[config.mk]
export PLATFORM = sky130hd
export DESIGN_NAME = mac_mgmt_flow
export DESIGN_NICKNAME = d
export VERILOG_FILES = /design/src/hdl/mac_mgmt_pkg.sv /design/src/hdl/mdio_frame.sv /design/src/hdl/mac_mgmt_flow.sv
export VERILOG_INCLUDE_DIRS = /design/src /design/src/hdl
export SDC_FILE = /design/constraint.sdc
export NUM_CORES = 1
export LEC_CHECK = 0
export BUFFER_PORTS_ARGS = -buffer_cell sky130_fd_sc_hd__buf_2
export CORE_UTILIZATION = 32
export DETAILED_ROUTE_END_ITERATION = 10
export PLACE_DENSITY = 0.5
export SETUP_SLACK_MARGIN = 0.2
export SKIP_LAST_GASP = 1
export SYNTH_ARGS = -nofsm -noshare
export SYNTH_HDL_FRONTEND = slang
export SYNTH_SLANG_ARGS = --single-unit
[constraint.sdc]
create_clock -name sys_clk_i -period 2.05 [get_ports sys_clk_i]
set_input_delay 0.1025 -clock sys_clk_i [delete_from_list [all_inputs] [get_ports sys_clk_i]]
set_output_delay 0.1025 -clock sys_clk_i [all_outputs]
set_load 0.02 [all_outputs]
[src/hdl/mac_mgmt_params.svh]
// Constants for the PHY management and pause flow-control register block.
// Assumes inclusion by bare name from the design files.
`ifndef MAC_MGMT_PARAMS_SVH
`define MAC_MGMT_PARAMS_SVH

// Register indices; byte address is four times the index
`define IDX_MGMT_ACCESS 4'h6
`define IDX_MGMT_DATA 4'h7
`define IDX_FLOW_CTL 4'h8
`define ADDR_MGMT_ACCESS 12'h018
`define ADDR_MGMT_DATA 12'h01C
`define ADDR_FLOW_CTL 12'h020

// Field positions
`define ACC_BUSY_BIT 0
`define ACC_WRITE_BIT 1
`define ACC_IDX_LO 6
`define ACC_IDX_HI 10
`define ACC_PHY_LO 11
`define ACC_PHY_HI 15
`define FLOW_BUSY_BIT 0
`define FLOW_EN_BIT 1
`define FLOW_PASS_BIT 2
`define FLOW_PT_LO 16
`define FLOW_PT_HI 31

// Reset values
`define RST_WORD 32'h0000_0000
`define RST_HALF 16'h0000

// Management clock: 10 MHz system clock / (2 * half period) = 2.5 MHz
`define MDC_HALF_CYC 8'h02
// Clause-22 frame: 32 preamble + 32 frame bits
`define MGMT_FRAME_BITS 7'h40
`define MGMT_START_WR 4'h5
`define MGMT_START_RD 4'h6
`define MGMT_TA_WR 2'h2

`endif

[src/hdl/mac_mgmt_pkg.sv]
// Types shared by the management register block.
// Assumes the params header is included by the modules.
package mac_mgmt_pkg;
   typedef enum logic [1:0] {
      MG_IDLE = 2'h0,
      MG_SHIFT = 2'h1,
      MG_DONE = 2'h2
   } mgmt_state_e;

   typedef enum logic [1:0] {
      FC_IDLE = 2'h0,
      FC_PAUSE = 2'h1,
      FC_BACKP = 2'h2
   } flow_state_e;
endpackage

[src/hdl/mdio_frame.sv]
// Clause-22 management frame engine: shifts one read or write on MDC/MDIO.
// Assumes one synchronous system clock; MDIO input sampled synchronously.
`timescale 1ns/1ps
`default_nettype none
`include "mac_mgmt_params.svh"

module mdio_frame #(
   parameter logic [7:0] HALF_CYC = `MDC_HALF_CYC
) (
   // Clock and reset
   input wire logic sys_clk_i,
   input wire logic rst_n_i,
   // Request
   input wire logic start_i,
   input wire logic write_i,
   input wire logic [4:0] phy_addr_i,
   input wire logic [4:0] reg_idx_i,
   input wire logic [15:0] wdata_i,
   output logic done_o,
   output logic [15:0] rdata_o,
   // Pins
   output logic mdc_o,
   output logic mdio_o,
   output logic mdio_oe_o,
   input wire logic mdio_i
);
   // ----------------------------------------
   // Frame shifter
   // ----------------------------------------
   logic active_r, active_nxt;
   logic [7:0] div_r, div_nxt;
   logic [6:0] bit_r, bit_nxt;
   logic [63:0] sh_r, sh_nxt;
   logic [15:0] rd_r, rd_nxt;
   logic wr_r, wr_nxt;
   logic mdc_r, mdc_nxt;
   logic done_r, done_nxt;
   logic oe_r, oe_nxt;

   always_comb begin
      active_nxt = active_r;
      div_nxt = div_r;
      bit_nxt = bit_r;
      sh_nxt = sh_r;
      rd_nxt = rd_r;
      wr_nxt = wr_r;
      mdc_nxt = mdc_r;
      done_nxt = 1'b0;
      oe_nxt = oe_r;
      if (!active_r) begin
         if (start_i) begin
            active_nxt = 1'b1;
            wr_nxt = write_i;
            div_nxt = 8'h00;
            bit_nxt = 7'h00;
            mdc_nxt = 1'b0;
            oe_nxt = 1'b1;
            sh_nxt = {32'hFFFF_FFFF, write_i ? `MGMT_START_WR : `MGMT_START_RD, phy_addr_i, reg_idx_i,
                      `MGMT_TA_WR, write_i ? wdata_i : 16'hFFFF};
         end
      end else if (div_r == HALF_CYC - 8'h01) begin
         div_nxt = 8'h00;
         mdc_nxt = !mdc_r;
         if (mdc_r) begin
            // Falling edge: advance to the next bit
            sh_nxt = {sh_r[62:0], 1'b1};
            bit_nxt = bit_r + 7'h01;
            // Release the line from the turnaround onward on reads
            if (!wr_r && bit_r == 7'h2D) begin
               oe_nxt = 1'b0;
            end
            if (bit_r == `MGMT_FRAME_BITS - 7'h01) begin
               active_nxt = 1'b0;
               done_nxt = 1'b1;
               oe_nxt = 1'b0;
            end
         end else if (!wr_r && bit_r >= 7'h30) begin
            // Rising edge: PHY data is stable, capture it
            rd_nxt = {rd_r[14:0], mdio_i};
         end
      end else begin
         div_nxt = div_r + 8'h01;
      end
   end

   always_ff @(posedge sys_clk_i) begin
      if (!rst_n_i) begin
         active_r <= 1'b0;
         div_r <= 8'h00;
         bit_r <= 7'h00;
         sh_r <= 64'h0000_0000_0000_0000;
         rd_r <= `RST_HALF;
         wr_r <= 1'b0;
         mdc_r <= 1'b0;
         done_r <= 1'b0;
         oe_r <= 1'b0;
      end else begin
         active_r <= active_nxt;
         div_r <= div_nxt;
         bit_r <= bit_nxt;
         sh_r <= sh_nxt;
         rd_r <= rd_nxt;
         wr_r <= wr_nxt;
         mdc_r <= mdc_nxt;
         done_r <= done_nxt;
         oe_r <= oe_nxt;
      end
   end

   assign done_o = done_r;
   assign rdata_o = rd_r;
   assign mdc_o = mdc_r;
   assign mdio_o = sh_r[63];
   assign mdio_oe_o = oe_r;
endmodule
`default_nettype wire

[src/hdl/mac_mgmt_flow.sv]
// PHY management access and pause/back-pressure flow-control registers.
// Assumes an APB master on sys_clk_i, a clause-22 PHY on MDC/MDIO and a MAC
// transmit/receive datapath that handshakes pause sends and reports pause frames.
//
// Behaviour
// - Register index field selects the PHY register for the cycle.
// - Write-select one writes data register out; zero reads into it.
// - Busy stays one for the whole access, cleared on completion.
// - Data register holds 16 bits in its low half; upper reserved.
// - Programmed pause time goes into every transmitted pause frame.
// - Full duplex: flow busy held until pause frame fully sent.
// - Half duplex: flow busy held while back pressure is asserted.
// - No pause frames or back pressure while transmitter disabled.
// - Enable governs receive pause and half-duplex back pressure; pass bit alters only the pause-frame filter indication.
// - Pass bit one leaves the filter indication of received pause frames unchanged.
// - Pause executed only in full duplex with enable set.
// - Pass bit zero clears filter indication of received pause frames.
// - Every received frame's data goes to the application.
// - Address filter modes like promiscuous override the pass bit.
// - Full duplex pauses transmit for pause time slots; half enables backpressure.
//
// Chosen here: the APB register port.
`timescale 1ns/1ps
`default_nettype none
`include "mac_mgmt_params.svh"

module mac_mgmt_flow #(
   parameter logic [7:0] MDC_HALF = `MDC_HALF_CYC,
   parameter logic [15:0] SLOT_CYC = 16'h0200
) (
   // Clock and reset
   input wire logic sys_clk_i,
   input wire logic rst_n_i,
   // APB slave
   input wire logic psel_i,
   input wire logic penable_i,
   input wire logic pwrite_i,
   input wire logic [11:0] paddr_i,
   input wire logic [31:0] pwdata_i,
   output logic [31:0] prdata_o,
   output logic pready_o,
   output logic pslverr_o,
   // MAC mode and flow requests
   input wire logic full_duplex_i,
   input wire logic tx_enable_i,
   input wire logic flow_req_i,
   input wire logic pause_sent_i,
   // Pause frame transmit request, back pressure and transmit pause status
   output logic pause_tx_req_o,
   output logic [15:0] pause_tx_time_o,
   output logic backpressure_o,
   output logic tx_paused_o,
   // Receive status path
   input wire logic rx_valid_i,
   input wire logic rx_is_pause_i,
   input wire logic [15:0] rx_pause_time_i,
   input wire logic rx_filter_pass_i,
   input wire logic promisc_i,
   output logic rx_valid_o,
   output logic rx_filter_pass_o,
   // PHY management pins
   output logic mdc_o,
   output logic mdio_o,
   output logic mdio_oe_o,
   input wire logic mdio_i
);
   // ----------------------------------------
   // APB decode
   // ----------------------------------------
   logic wr_en, rd_en;
   logic hit_acc, hit_data, hit_flow;
   assign hit_acc = (paddr_i == `ADDR_MGMT_ACCESS);
   assign hit_data = (paddr_i == `ADDR_MGMT_DATA);
   assign hit_flow = (paddr_i == `ADDR_FLOW_CTL);
   // Zero-wait slave: the access phase itself completes the transfer
   assign wr_en = psel_i && penable_i && pwrite_i;
   assign rd_en = psel_i && !penable_i && !pwrite_i;

   // ----------------------------------------
   // Management access registers
   // ----------------------------------------
   mac_mgmt_pkg::mgmt_state_e mg_r, mg_nxt;
   logic [4:0] phy_addr_r, phy_addr_nxt;
   logic [4:0] reg_idx_r, reg_idx_nxt;
   logic wsel_r, wsel_nxt;
   logic [15:0] data_r, data_nxt;
   logic start;
   logic eng_done;
   logic [15:0] eng_rdata;

   always_comb begin
      mg_nxt = mg_r;
      phy_addr_nxt = phy_addr_r;
      reg_idx_nxt = reg_idx_r;
      wsel_nxt = wsel_r;
      data_nxt = data_r;
      start = 1'b0;
      unique case (mg_r)
         mac_mgmt_pkg::MG_IDLE: begin
            // Writes while busy are ignored so the frame in flight stays intact
            if (wr_en && hit_data) begin
               data_nxt = pwdata_i[15:0];
            end
            if (wr_en && hit_acc) begin
               phy_addr_nxt = pwdata_i[`ACC_PHY_HI:`ACC_PHY_LO];
               reg_idx_nxt = pwdata_i[`ACC_IDX_HI:`ACC_IDX_LO];
               wsel_nxt = pwdata_i[`ACC_WRITE_BIT];
               if (pwdata_i[`ACC_BUSY_BIT]) begin
                  mg_nxt = mac_mgmt_pkg::MG_SHIFT;
                  start = 1'b1;
               end
            end
         end
         mac_mgmt_pkg::MG_SHIFT: begin
            if (eng_done) begin
               if (!wsel_r) begin
                  data_nxt = eng_rdata;
               end
               mg_nxt = mac_mgmt_pkg::MG_IDLE;
            end
         end
         default: begin
            mg_nxt = mac_mgmt_pkg::MG_IDLE;
         end
      endcase
   end

   always_ff @(posedge sys_clk_i) begin
      if (!rst_n_i) begin
         mg_r <= mac_mgmt_pkg::MG_IDLE;
         phy_addr_r <= 5'h00;
         reg_idx_r <= 5'h00;
         wsel_r <= 1'b0;
         data_r <= `RST_HALF;
      end else begin
         mg_r <= mg_nxt;
         phy_addr_r <= phy_addr_nxt;
         reg_idx_r <= reg_idx_nxt;
         wsel_r <= wsel_nxt;
         data_r <= data_nxt;
      end
   end

   mdio_frame #(
      .HALF_CYC(MDC_HALF)
   ) u_frame (
      .sys_clk_i(sys_clk_i),
      .rst_n_i(rst_n_i),
      .start_i(start),
      .write_i(pwdata_i[`ACC_WRITE_BIT]),
      .phy_addr_i(pwdata_i[`ACC_PHY_HI:`ACC_PHY_LO]),
      .reg_idx_i(pwdata_i[`ACC_IDX_HI:`ACC_IDX_LO]),
      .wdata_i(data_r),
      .done_o(eng_done),
      .rdata_o(eng_rdata),
      .mdc_o(mdc_o),
      .mdio_o(mdio_o),
      .mdio_oe_o(mdio_oe_o),
      .mdio_i(mdio_i)
   );

   // ----------------------------------------
   // Flow control
   // ----------------------------------------
   mac_mgmt_pkg::flow_state_e fc_r, fc_nxt;
   logic [15:0] pause_time_r, pause_time_nxt;
   logic fc_en_r, fc_en_nxt;
   logic pass_r, pass_nxt;
   logic ptx_r, ptx_nxt;
   logic bp_r, bp_nxt;
   logic [15:0] quanta_r, quanta_nxt;
   logic [15:0] slot_r, slot_nxt;
   logic busy_fc;
   assign busy_fc = (fc_r != mac_mgmt_pkg::FC_IDLE);

   always_comb begin
      fc_nxt = fc_r;
      pause_time_nxt = pause_time_r;
      fc_en_nxt = fc_en_r;
      pass_nxt = pass_r;
      ptx_nxt = 1'b0;
      bp_nxt = 1'b0;
      quanta_nxt = quanta_r;
      slot_nxt = slot_r;
      if (wr_en && hit_flow && !busy_fc) begin
         pause_time_nxt = pwdata_i[`FLOW_PT_HI:`FLOW_PT_LO];
         fc_en_nxt = pwdata_i[`FLOW_EN_BIT];
         pass_nxt = pwdata_i[`FLOW_PASS_BIT];
      end
      unique case (fc_r)
         mac_mgmt_pkg::FC_IDLE: begin
            if (flow_req_i && tx_enable_i) begin
               fc_nxt = full_duplex_i ? mac_mgmt_pkg::FC_PAUSE : mac_mgmt_pkg::FC_BACKP;
               ptx_nxt = full_duplex_i;
               bp_nxt = !full_duplex_i && fc_en_r;
               if (!full_duplex_i && !fc_en_r) begin
                  fc_nxt = mac_mgmt_pkg::FC_IDLE;
               end
            end
         end
         mac_mgmt_pkg::FC_PAUSE: begin
            ptx_nxt = !pause_sent_i && tx_enable_i;
            if (pause_sent_i || !tx_enable_i) begin
               fc_nxt = mac_mgmt_pkg::FC_IDLE;
            end
         end
         mac_mgmt_pkg::FC_BACKP: begin
            bp_nxt = flow_req_i && tx_enable_i && fc_en_r && !full_duplex_i;
            if (!bp_nxt) begin
               fc_nxt = mac_mgmt_pkg::FC_IDLE;
            end
         end
         default: begin
            fc_nxt = mac_mgmt_pkg::FC_IDLE;
         end
      endcase
      // Received pause: count quanta of one slot each
      if (rx_valid_i && rx_is_pause_i && full_duplex_i && fc_en_r) begin
         quanta_nxt = rx_pause_time_i;
         slot_nxt = 16'h0000;
      end else if (quanta_r != 16'h0000) begin
         if (slot_r == SLOT_CYC - 16'h0001) begin
            slot_nxt = 16'h0000;
            quanta_nxt = quanta_r - 16'h0001;
         end else begin
            slot_nxt = slot_r + 16'h0001;
         end
      end
   end

   always_ff @(posedge sys_clk_i) begin
      if (!rst_n_i) begin
         fc_r <= mac_mgmt_pkg::FC_IDLE;
         pause_time_r <= `RST_HALF;
         fc_en_r <= 1'b0;
         pass_r <= 1'b0;
         ptx_r <= 1'b0;
         bp_r <= 1'b0;
         quanta_r <= `RST_HALF;
         slot_r <= `RST_HALF;
      end else begin
         fc_r <= fc_nxt;
         pause_time_r <= pause_time_nxt;
         fc_en_r <= fc_en_nxt;
         pass_r <= pass_nxt;
         ptx_r <= ptx_nxt;
         bp_r <= bp_nxt;
         quanta_r <= quanta_nxt;
         slot_r <= slot_nxt;
      end
   end

   // ----------------------------------------
   // Receive status and outputs
   // ----------------------------------------
   logic rxv_r, rxf_r, paused_r, tt_r;
   logic [15:0] ptime_r;
   always_ff @(posedge sys_clk_i) begin
      if (!rst_n_i) begin
         rxv_r <= 1'b0;
         rxf_r <= 1'b0;
         paused_r <= 1'b0;
         ptime_r <= `RST_HALF;
      end else begin
         rxv_r <= rx_valid_i;
         // Promiscuous wins over the pass bit
         rxf_r <= promisc_i ? 1'b1 : (rx_is_pause_i ? (rx_filter_pass_i && pass_r) : rx_filter_pass_i);
         paused_r <= (quanta_nxt != 16'h0000);
         ptime_r <= pause_time_nxt;
      end
   end
   assign tt_r = 1'b0;

   // APB read data registered in the setup phase
   logic [31:0] rdata_r, rdata_nxt;
   always_comb begin
      rdata_nxt = rdata_r;
      if (rd_en) begin
         rdata_nxt = `RST_WORD;
         if (hit_acc) begin
            rdata_nxt[`ACC_PHY_HI:`ACC_PHY_LO] = phy_addr_r;
            rdata_nxt[`ACC_IDX_HI:`ACC_IDX_LO] = reg_idx_r;
            rdata_nxt[`ACC_WRITE_BIT] = wsel_r;
            rdata_nxt[`ACC_BUSY_BIT] = (mg_r != mac_mgmt_pkg::MG_IDLE);
         end else if (hit_data) begin
            rdata_nxt[15:0] = data_r;
         end else if (hit_flow) begin
            rdata_nxt[`FLOW_PT_HI:`FLOW_PT_LO] = pause_time_r;
            rdata_nxt[`FLOW_PASS_BIT] = pass_r;
            rdata_nxt[`FLOW_EN_BIT] = fc_en_r;
            rdata_nxt[`FLOW_BUSY_BIT] = busy_fc;
         end
      end
   end
   always_ff @(posedge sys_clk_i) begin
      if (!rst_n_i) begin
         rdata_r <= `RST_WORD;
      end else begin
         rdata_r <= rdata_nxt;
      end
   end

   assign prdata_o = rdata_r;
   assign pready_o = 1'b1;
   assign pslverr_o = tt_r;
   assign pause_tx_req_o = ptx_r;
   assign pause_tx_time_o = ptime_r;
   assign backpressure_o = bp_r;
   assign tx_paused_o = paused_r;
   assign rx_valid_o = rxv_r;
   assign rx_filter_pass_o = rxf_r;

   // ----------------------------------------
   // Checks
   // ----------------------------------------
   mgmt_busy_hold_a: assert property (@(posedge sys_clk_i) disable iff (!rst_n_i)
      (mg_r == mac_mgmt_pkg::MG_SHIFT && !eng_done) |=> (mg_r == mac_mgmt_pkg::MG_SHIFT))
      else $error("management busy dropped early");
   mgmt_start_a: assert property (@(posedge sys_clk_i) disable iff (!rst_n_i)
      $rose(mg_r == mac_mgmt_pkg::MG_SHIFT) |-> $past(wr_en && hit_acc && pwdata_i[`ACC_BUSY_BIT]))
      else $error("management cycle without busy write");
   read_data_a: assert property (@(posedge sys_clk_i) disable iff (!rst_n_i)
      (eng_done && !wsel_r && mg_r == mac_mgmt_pkg::MG_SHIFT) |=> (data_r == $past(eng_rdata)))
      else $error("read data not loaded");
   no_tx_flow_a: assert property (@(posedge sys_clk_i) disable iff (!rst_n_i)
      !tx_enable_i |=> (!pause_tx_req_o && !backpressure_o))
      else $error("flow action with transmitter off");
   pause_busy_a: assert property (@(posedge sys_clk_i) disable iff (!rst_n_i)
      pause_tx_req_o |-> busy_fc)
      else $error("pause sent without flow busy");
   pause_time_a: assert property (@(posedge sys_clk_i) disable iff (!rst_n_i)
      pause_tx_req_o |-> (pause_tx_time_o == pause_time_r))
      else $error("pause time mismatch");
   pass_clear_a: assert property (@(posedge sys_clk_i) disable iff (!rst_n_i)
      (rx_is_pause_i && !pass_r && !promisc_i) |=> !rx_filter_pass_o)
      else $error("pause filter bit not cleared");
   forward_all_a: assert property (@(posedge sys_clk_i) disable iff (!rst_n_i)
      rx_valid_i |=> rx_valid_o)
      else $error("frame not forwarded");
endmodule
`default_nettype wire

==> metrics.txt <==
Max Freq 458 MHz; Final HPWL DP 17,800 um; TritonRoute pass-1 iters 5; port bufs 129; CTS tree yes; die height 172 um; pins over their slew limit 0; status finished with violations; Overall Power 9.53 mW; worst clock skew 0.00792 ns; Post-Syn Area 9250 um^2; fill count 2,801; CTS Buffer Depth 3; drt wl/cell 15.9 um; GRT overflow 0; vias 8,576; sequential share of the synthesized area 47.0%; Initial Util 32.9%; unrepaired setup endpoints after global routing yes; clk sinks 217; Via density 4.87; Placement Cell Area 10,900 um^2; final setup margin -0.133 ns; htree depth 1; clock buffer count from CTS 26; setup TNS -0.459 ns; Mapped Cells 1,106; Static Leak 4.98 nW; final setup fails 17; maximum net fanout on the critical path 6; M1 GR Usage 26.1%; Slew @ Worst Pin 0.516 ns; CP endpoint kind register; first-pass GRT wire length 43,200 um; #FFs+latches synth 217; detailed-route wire length 28,000 um; Critical Path AT 2.55 ns; largest net degree at the start of global routing 106; die area 29,600 um^2; routability cong. 0.793; Core Footprint 28,100 um^2; Final Cycle Share 107%; Crit-path slowest cell dfxtp_2; DR DRC count 0; grt met2 use 29.0%; Pwr per Cell Area 728 nW/um^2; busiest grt layer met2; worst hold margin 0.0542 ns; insertion delay to the later sink of the worst-skew pair 0.52 ns; total track usage 18.3%; ant diodes 0; number of synthesized flops with an enable pin 0; layout cells sized above 1 27.4%; number of core rows 61; Synth Flop Type dfxtp_1; Detailed Route Iter0 Violations 456; post-route cell area 13,100 um^2; Syn-to-layout area delta 41.5%; crit-path max cell delay 0.33 ns; Startpoint Class register; YS warnings 0; WS Path Type reg2reg; Yosys cell types 60; maxcap violations 0; DRT antenna net count 0; post-place setup slack -0.189 ns; Die Width 172 um; HP Class in2reg; CP cell instances inv_2, ha_4, nor4b_4, a41oi_2, buf_6, buf_4, nand4_1, xnor2_1, mux2i_1, and4_1, a41oi_1; Final min period 2.18 ns; Crit path required time 2.42 ns; Syn Area/Cell 8.37 um^2; nets@finish 1,444; IO Count 132; initial antenna violation count 1; Max-slew headroom 65.6%; peak supply drop 500 uV; ys async rst share 0%; final hold viol count 0; violated checks setup timing; clock transition at the registers of the reported paths 0.06 ns; met3 Usage GRT 2.75%; vias in the first global route 8,078; Syn Nets 1,188; Clock Tree Root clkbuf_16
[critical path, delay by kind of cell, from the launching register on]
family | cells | cell delay (ns)
mux | 1 | 0.19
xor+xnor | 1 | 0.14
compound gates | 2 | 0.42
fa+ha+maj | 1 | 0.15
buf+inv | 3 | 0.34
flops | 1 | 0.33
simple gates | 3 | 0.46
[cell type report]
class / count / area (um^2) / area share [%]
Clock inverter: 11 / 108 / 0.822
Multi-Input combinational cell: 781 / 4820 / 36.8
Clock buffer: 37 / 825 / 6.30
Sequential cell: 217 / 4360 / 33.3
Tap cell: 378 / 473 / 3.61
Inverter: 27 / 104 / 0.793
Timing Repair Buffer: 309 / 2410 / 18.4
[synthesized netlist by cell type, drive strengths merged (4+ instances only)]
cell type  instances  area share [%]
clkbuf            62             2.5
xnor2             11             1.0
o21ai             53             2.9
nor4b              5            0.54
and2              10            0.68
a31oi              5            0.34
a21oi            104             5.6
or3                5            0.34
ha                 8             1.1
and4               5            0.47
dfxtp            217              47
nand2            112             4.6
mux2i             49             5.3
nor2b              6            0.41
buf               20             1.3
nand4             16             1.1
xor2              20             1.9
nor4              10             1.3
and3               8            0.54
nor3              54             3.0
a211oi            47             3.8
nor2             161             6.5
a221oi            10            0.95
inv               27             1.1
nor3b              4            0.32
nand3             43             2.3
[kinds of logic (layout without fill, tap and decap cells)]
| logic type | Yosys count | count (layout) | share of synthesized area [%] |
|---|---|---|---|
| multiplexers | 50 | 50 | 5.42 |
| other | 2 | 2 | 0.0812 |
| XOR/XNOR | 31 | 31 | 2.93 |
| buffers and inverters | 109 | 384 | 4.88 |
| AO/OA/AOI/OAI | 233 | 233 | 14.9 |
| flip-flops | 217 | 217 | 47.0 |
| adder cells (fa/ha/maj) | 8 | 8 | 1.08 |
| AND/OR/NAND/NOR | 456 | 457 | 23.8 |
[placed cells by master (no fill, tap or decap), types with 10 or more instances in the layout]
cell             n
a21oi_1        103
xor2_1          20
mux2i_1         49
inv_1           23
nand2_1        110
a211oi_1        36
buf_2          130
buf_4           91
dfxtp_1        207
clkbuf_16       32
o21ai_0         43
nand3_1         39
dlygate4sd3_1   52
nand4_1         16
a211oi_2        11
buf_6           21
nor2_1         156
nor3_1          52
a221oi_1        10
[where the power goes]
group          leakage [nW]  internal [mW]  switching, mW
clock                 0.469           3.04           1.82
combinational          2.76          0.189          0.245
sequential             1.75           4.23        0.00752
[routing by layer]
layer | up-vias | part of all wire, %
met3 | 33 | 3.4
met4 | 2 | 1.3
li1 | 4368 | -
met1 | 4042 | 50
met5 | - | 0.029
met2 | 131 | 46
[worst paths after layout]
check,from,endpoint,slack (ns),depth (start not counted)
min,rx_pause_time_i[13],quanta_r[13]$_SDFF_PN0_,0.05,4
max,quanta_r[0]$_SDFF_PN0_,tx_paused_o$_SDFF_PN0_,-0.13,11
min reg2reg,prdata_o[3]$_SDFFE_PN0P_,prdata_o[3]$_SDFFE_PN0P_,0.45,2
max reg2reg,quanta_r[0]$_SDFF_PN0_,tx_paused_o$_SDFF_PN0_,-0.13,11
[what timing repair did]
item	CTS	global route
endpoints found under the setup margin	113	121
setup buffers	17	18
gates resized for setup	25	62
gates cloned	3	5
hold endpoints to repair	66	0
hold buffers	52	0
pin swaps	20	46
[metrics by stage]
step | utilization, % | cells
after floorplan | - | 1106
after global placement | 38.7 | 1617
after detailed placement | 38.7 | 1617
after CTS | 44.8 | 1737
after global routing | 46.6 | 1760
final | 46.6 | 1760
[registers in the layout (all words and copies together), names as in the netlist, 8 cells and up]
name	cells
u_frame.sh_r	64
prdata_o	32
data_r	16
pause_tx_time_o	16
quanta_r	16
slot_r	16
u_frame.rdata_o	16
u_frame.div_r	8
(Power assumes the default switching activity.)
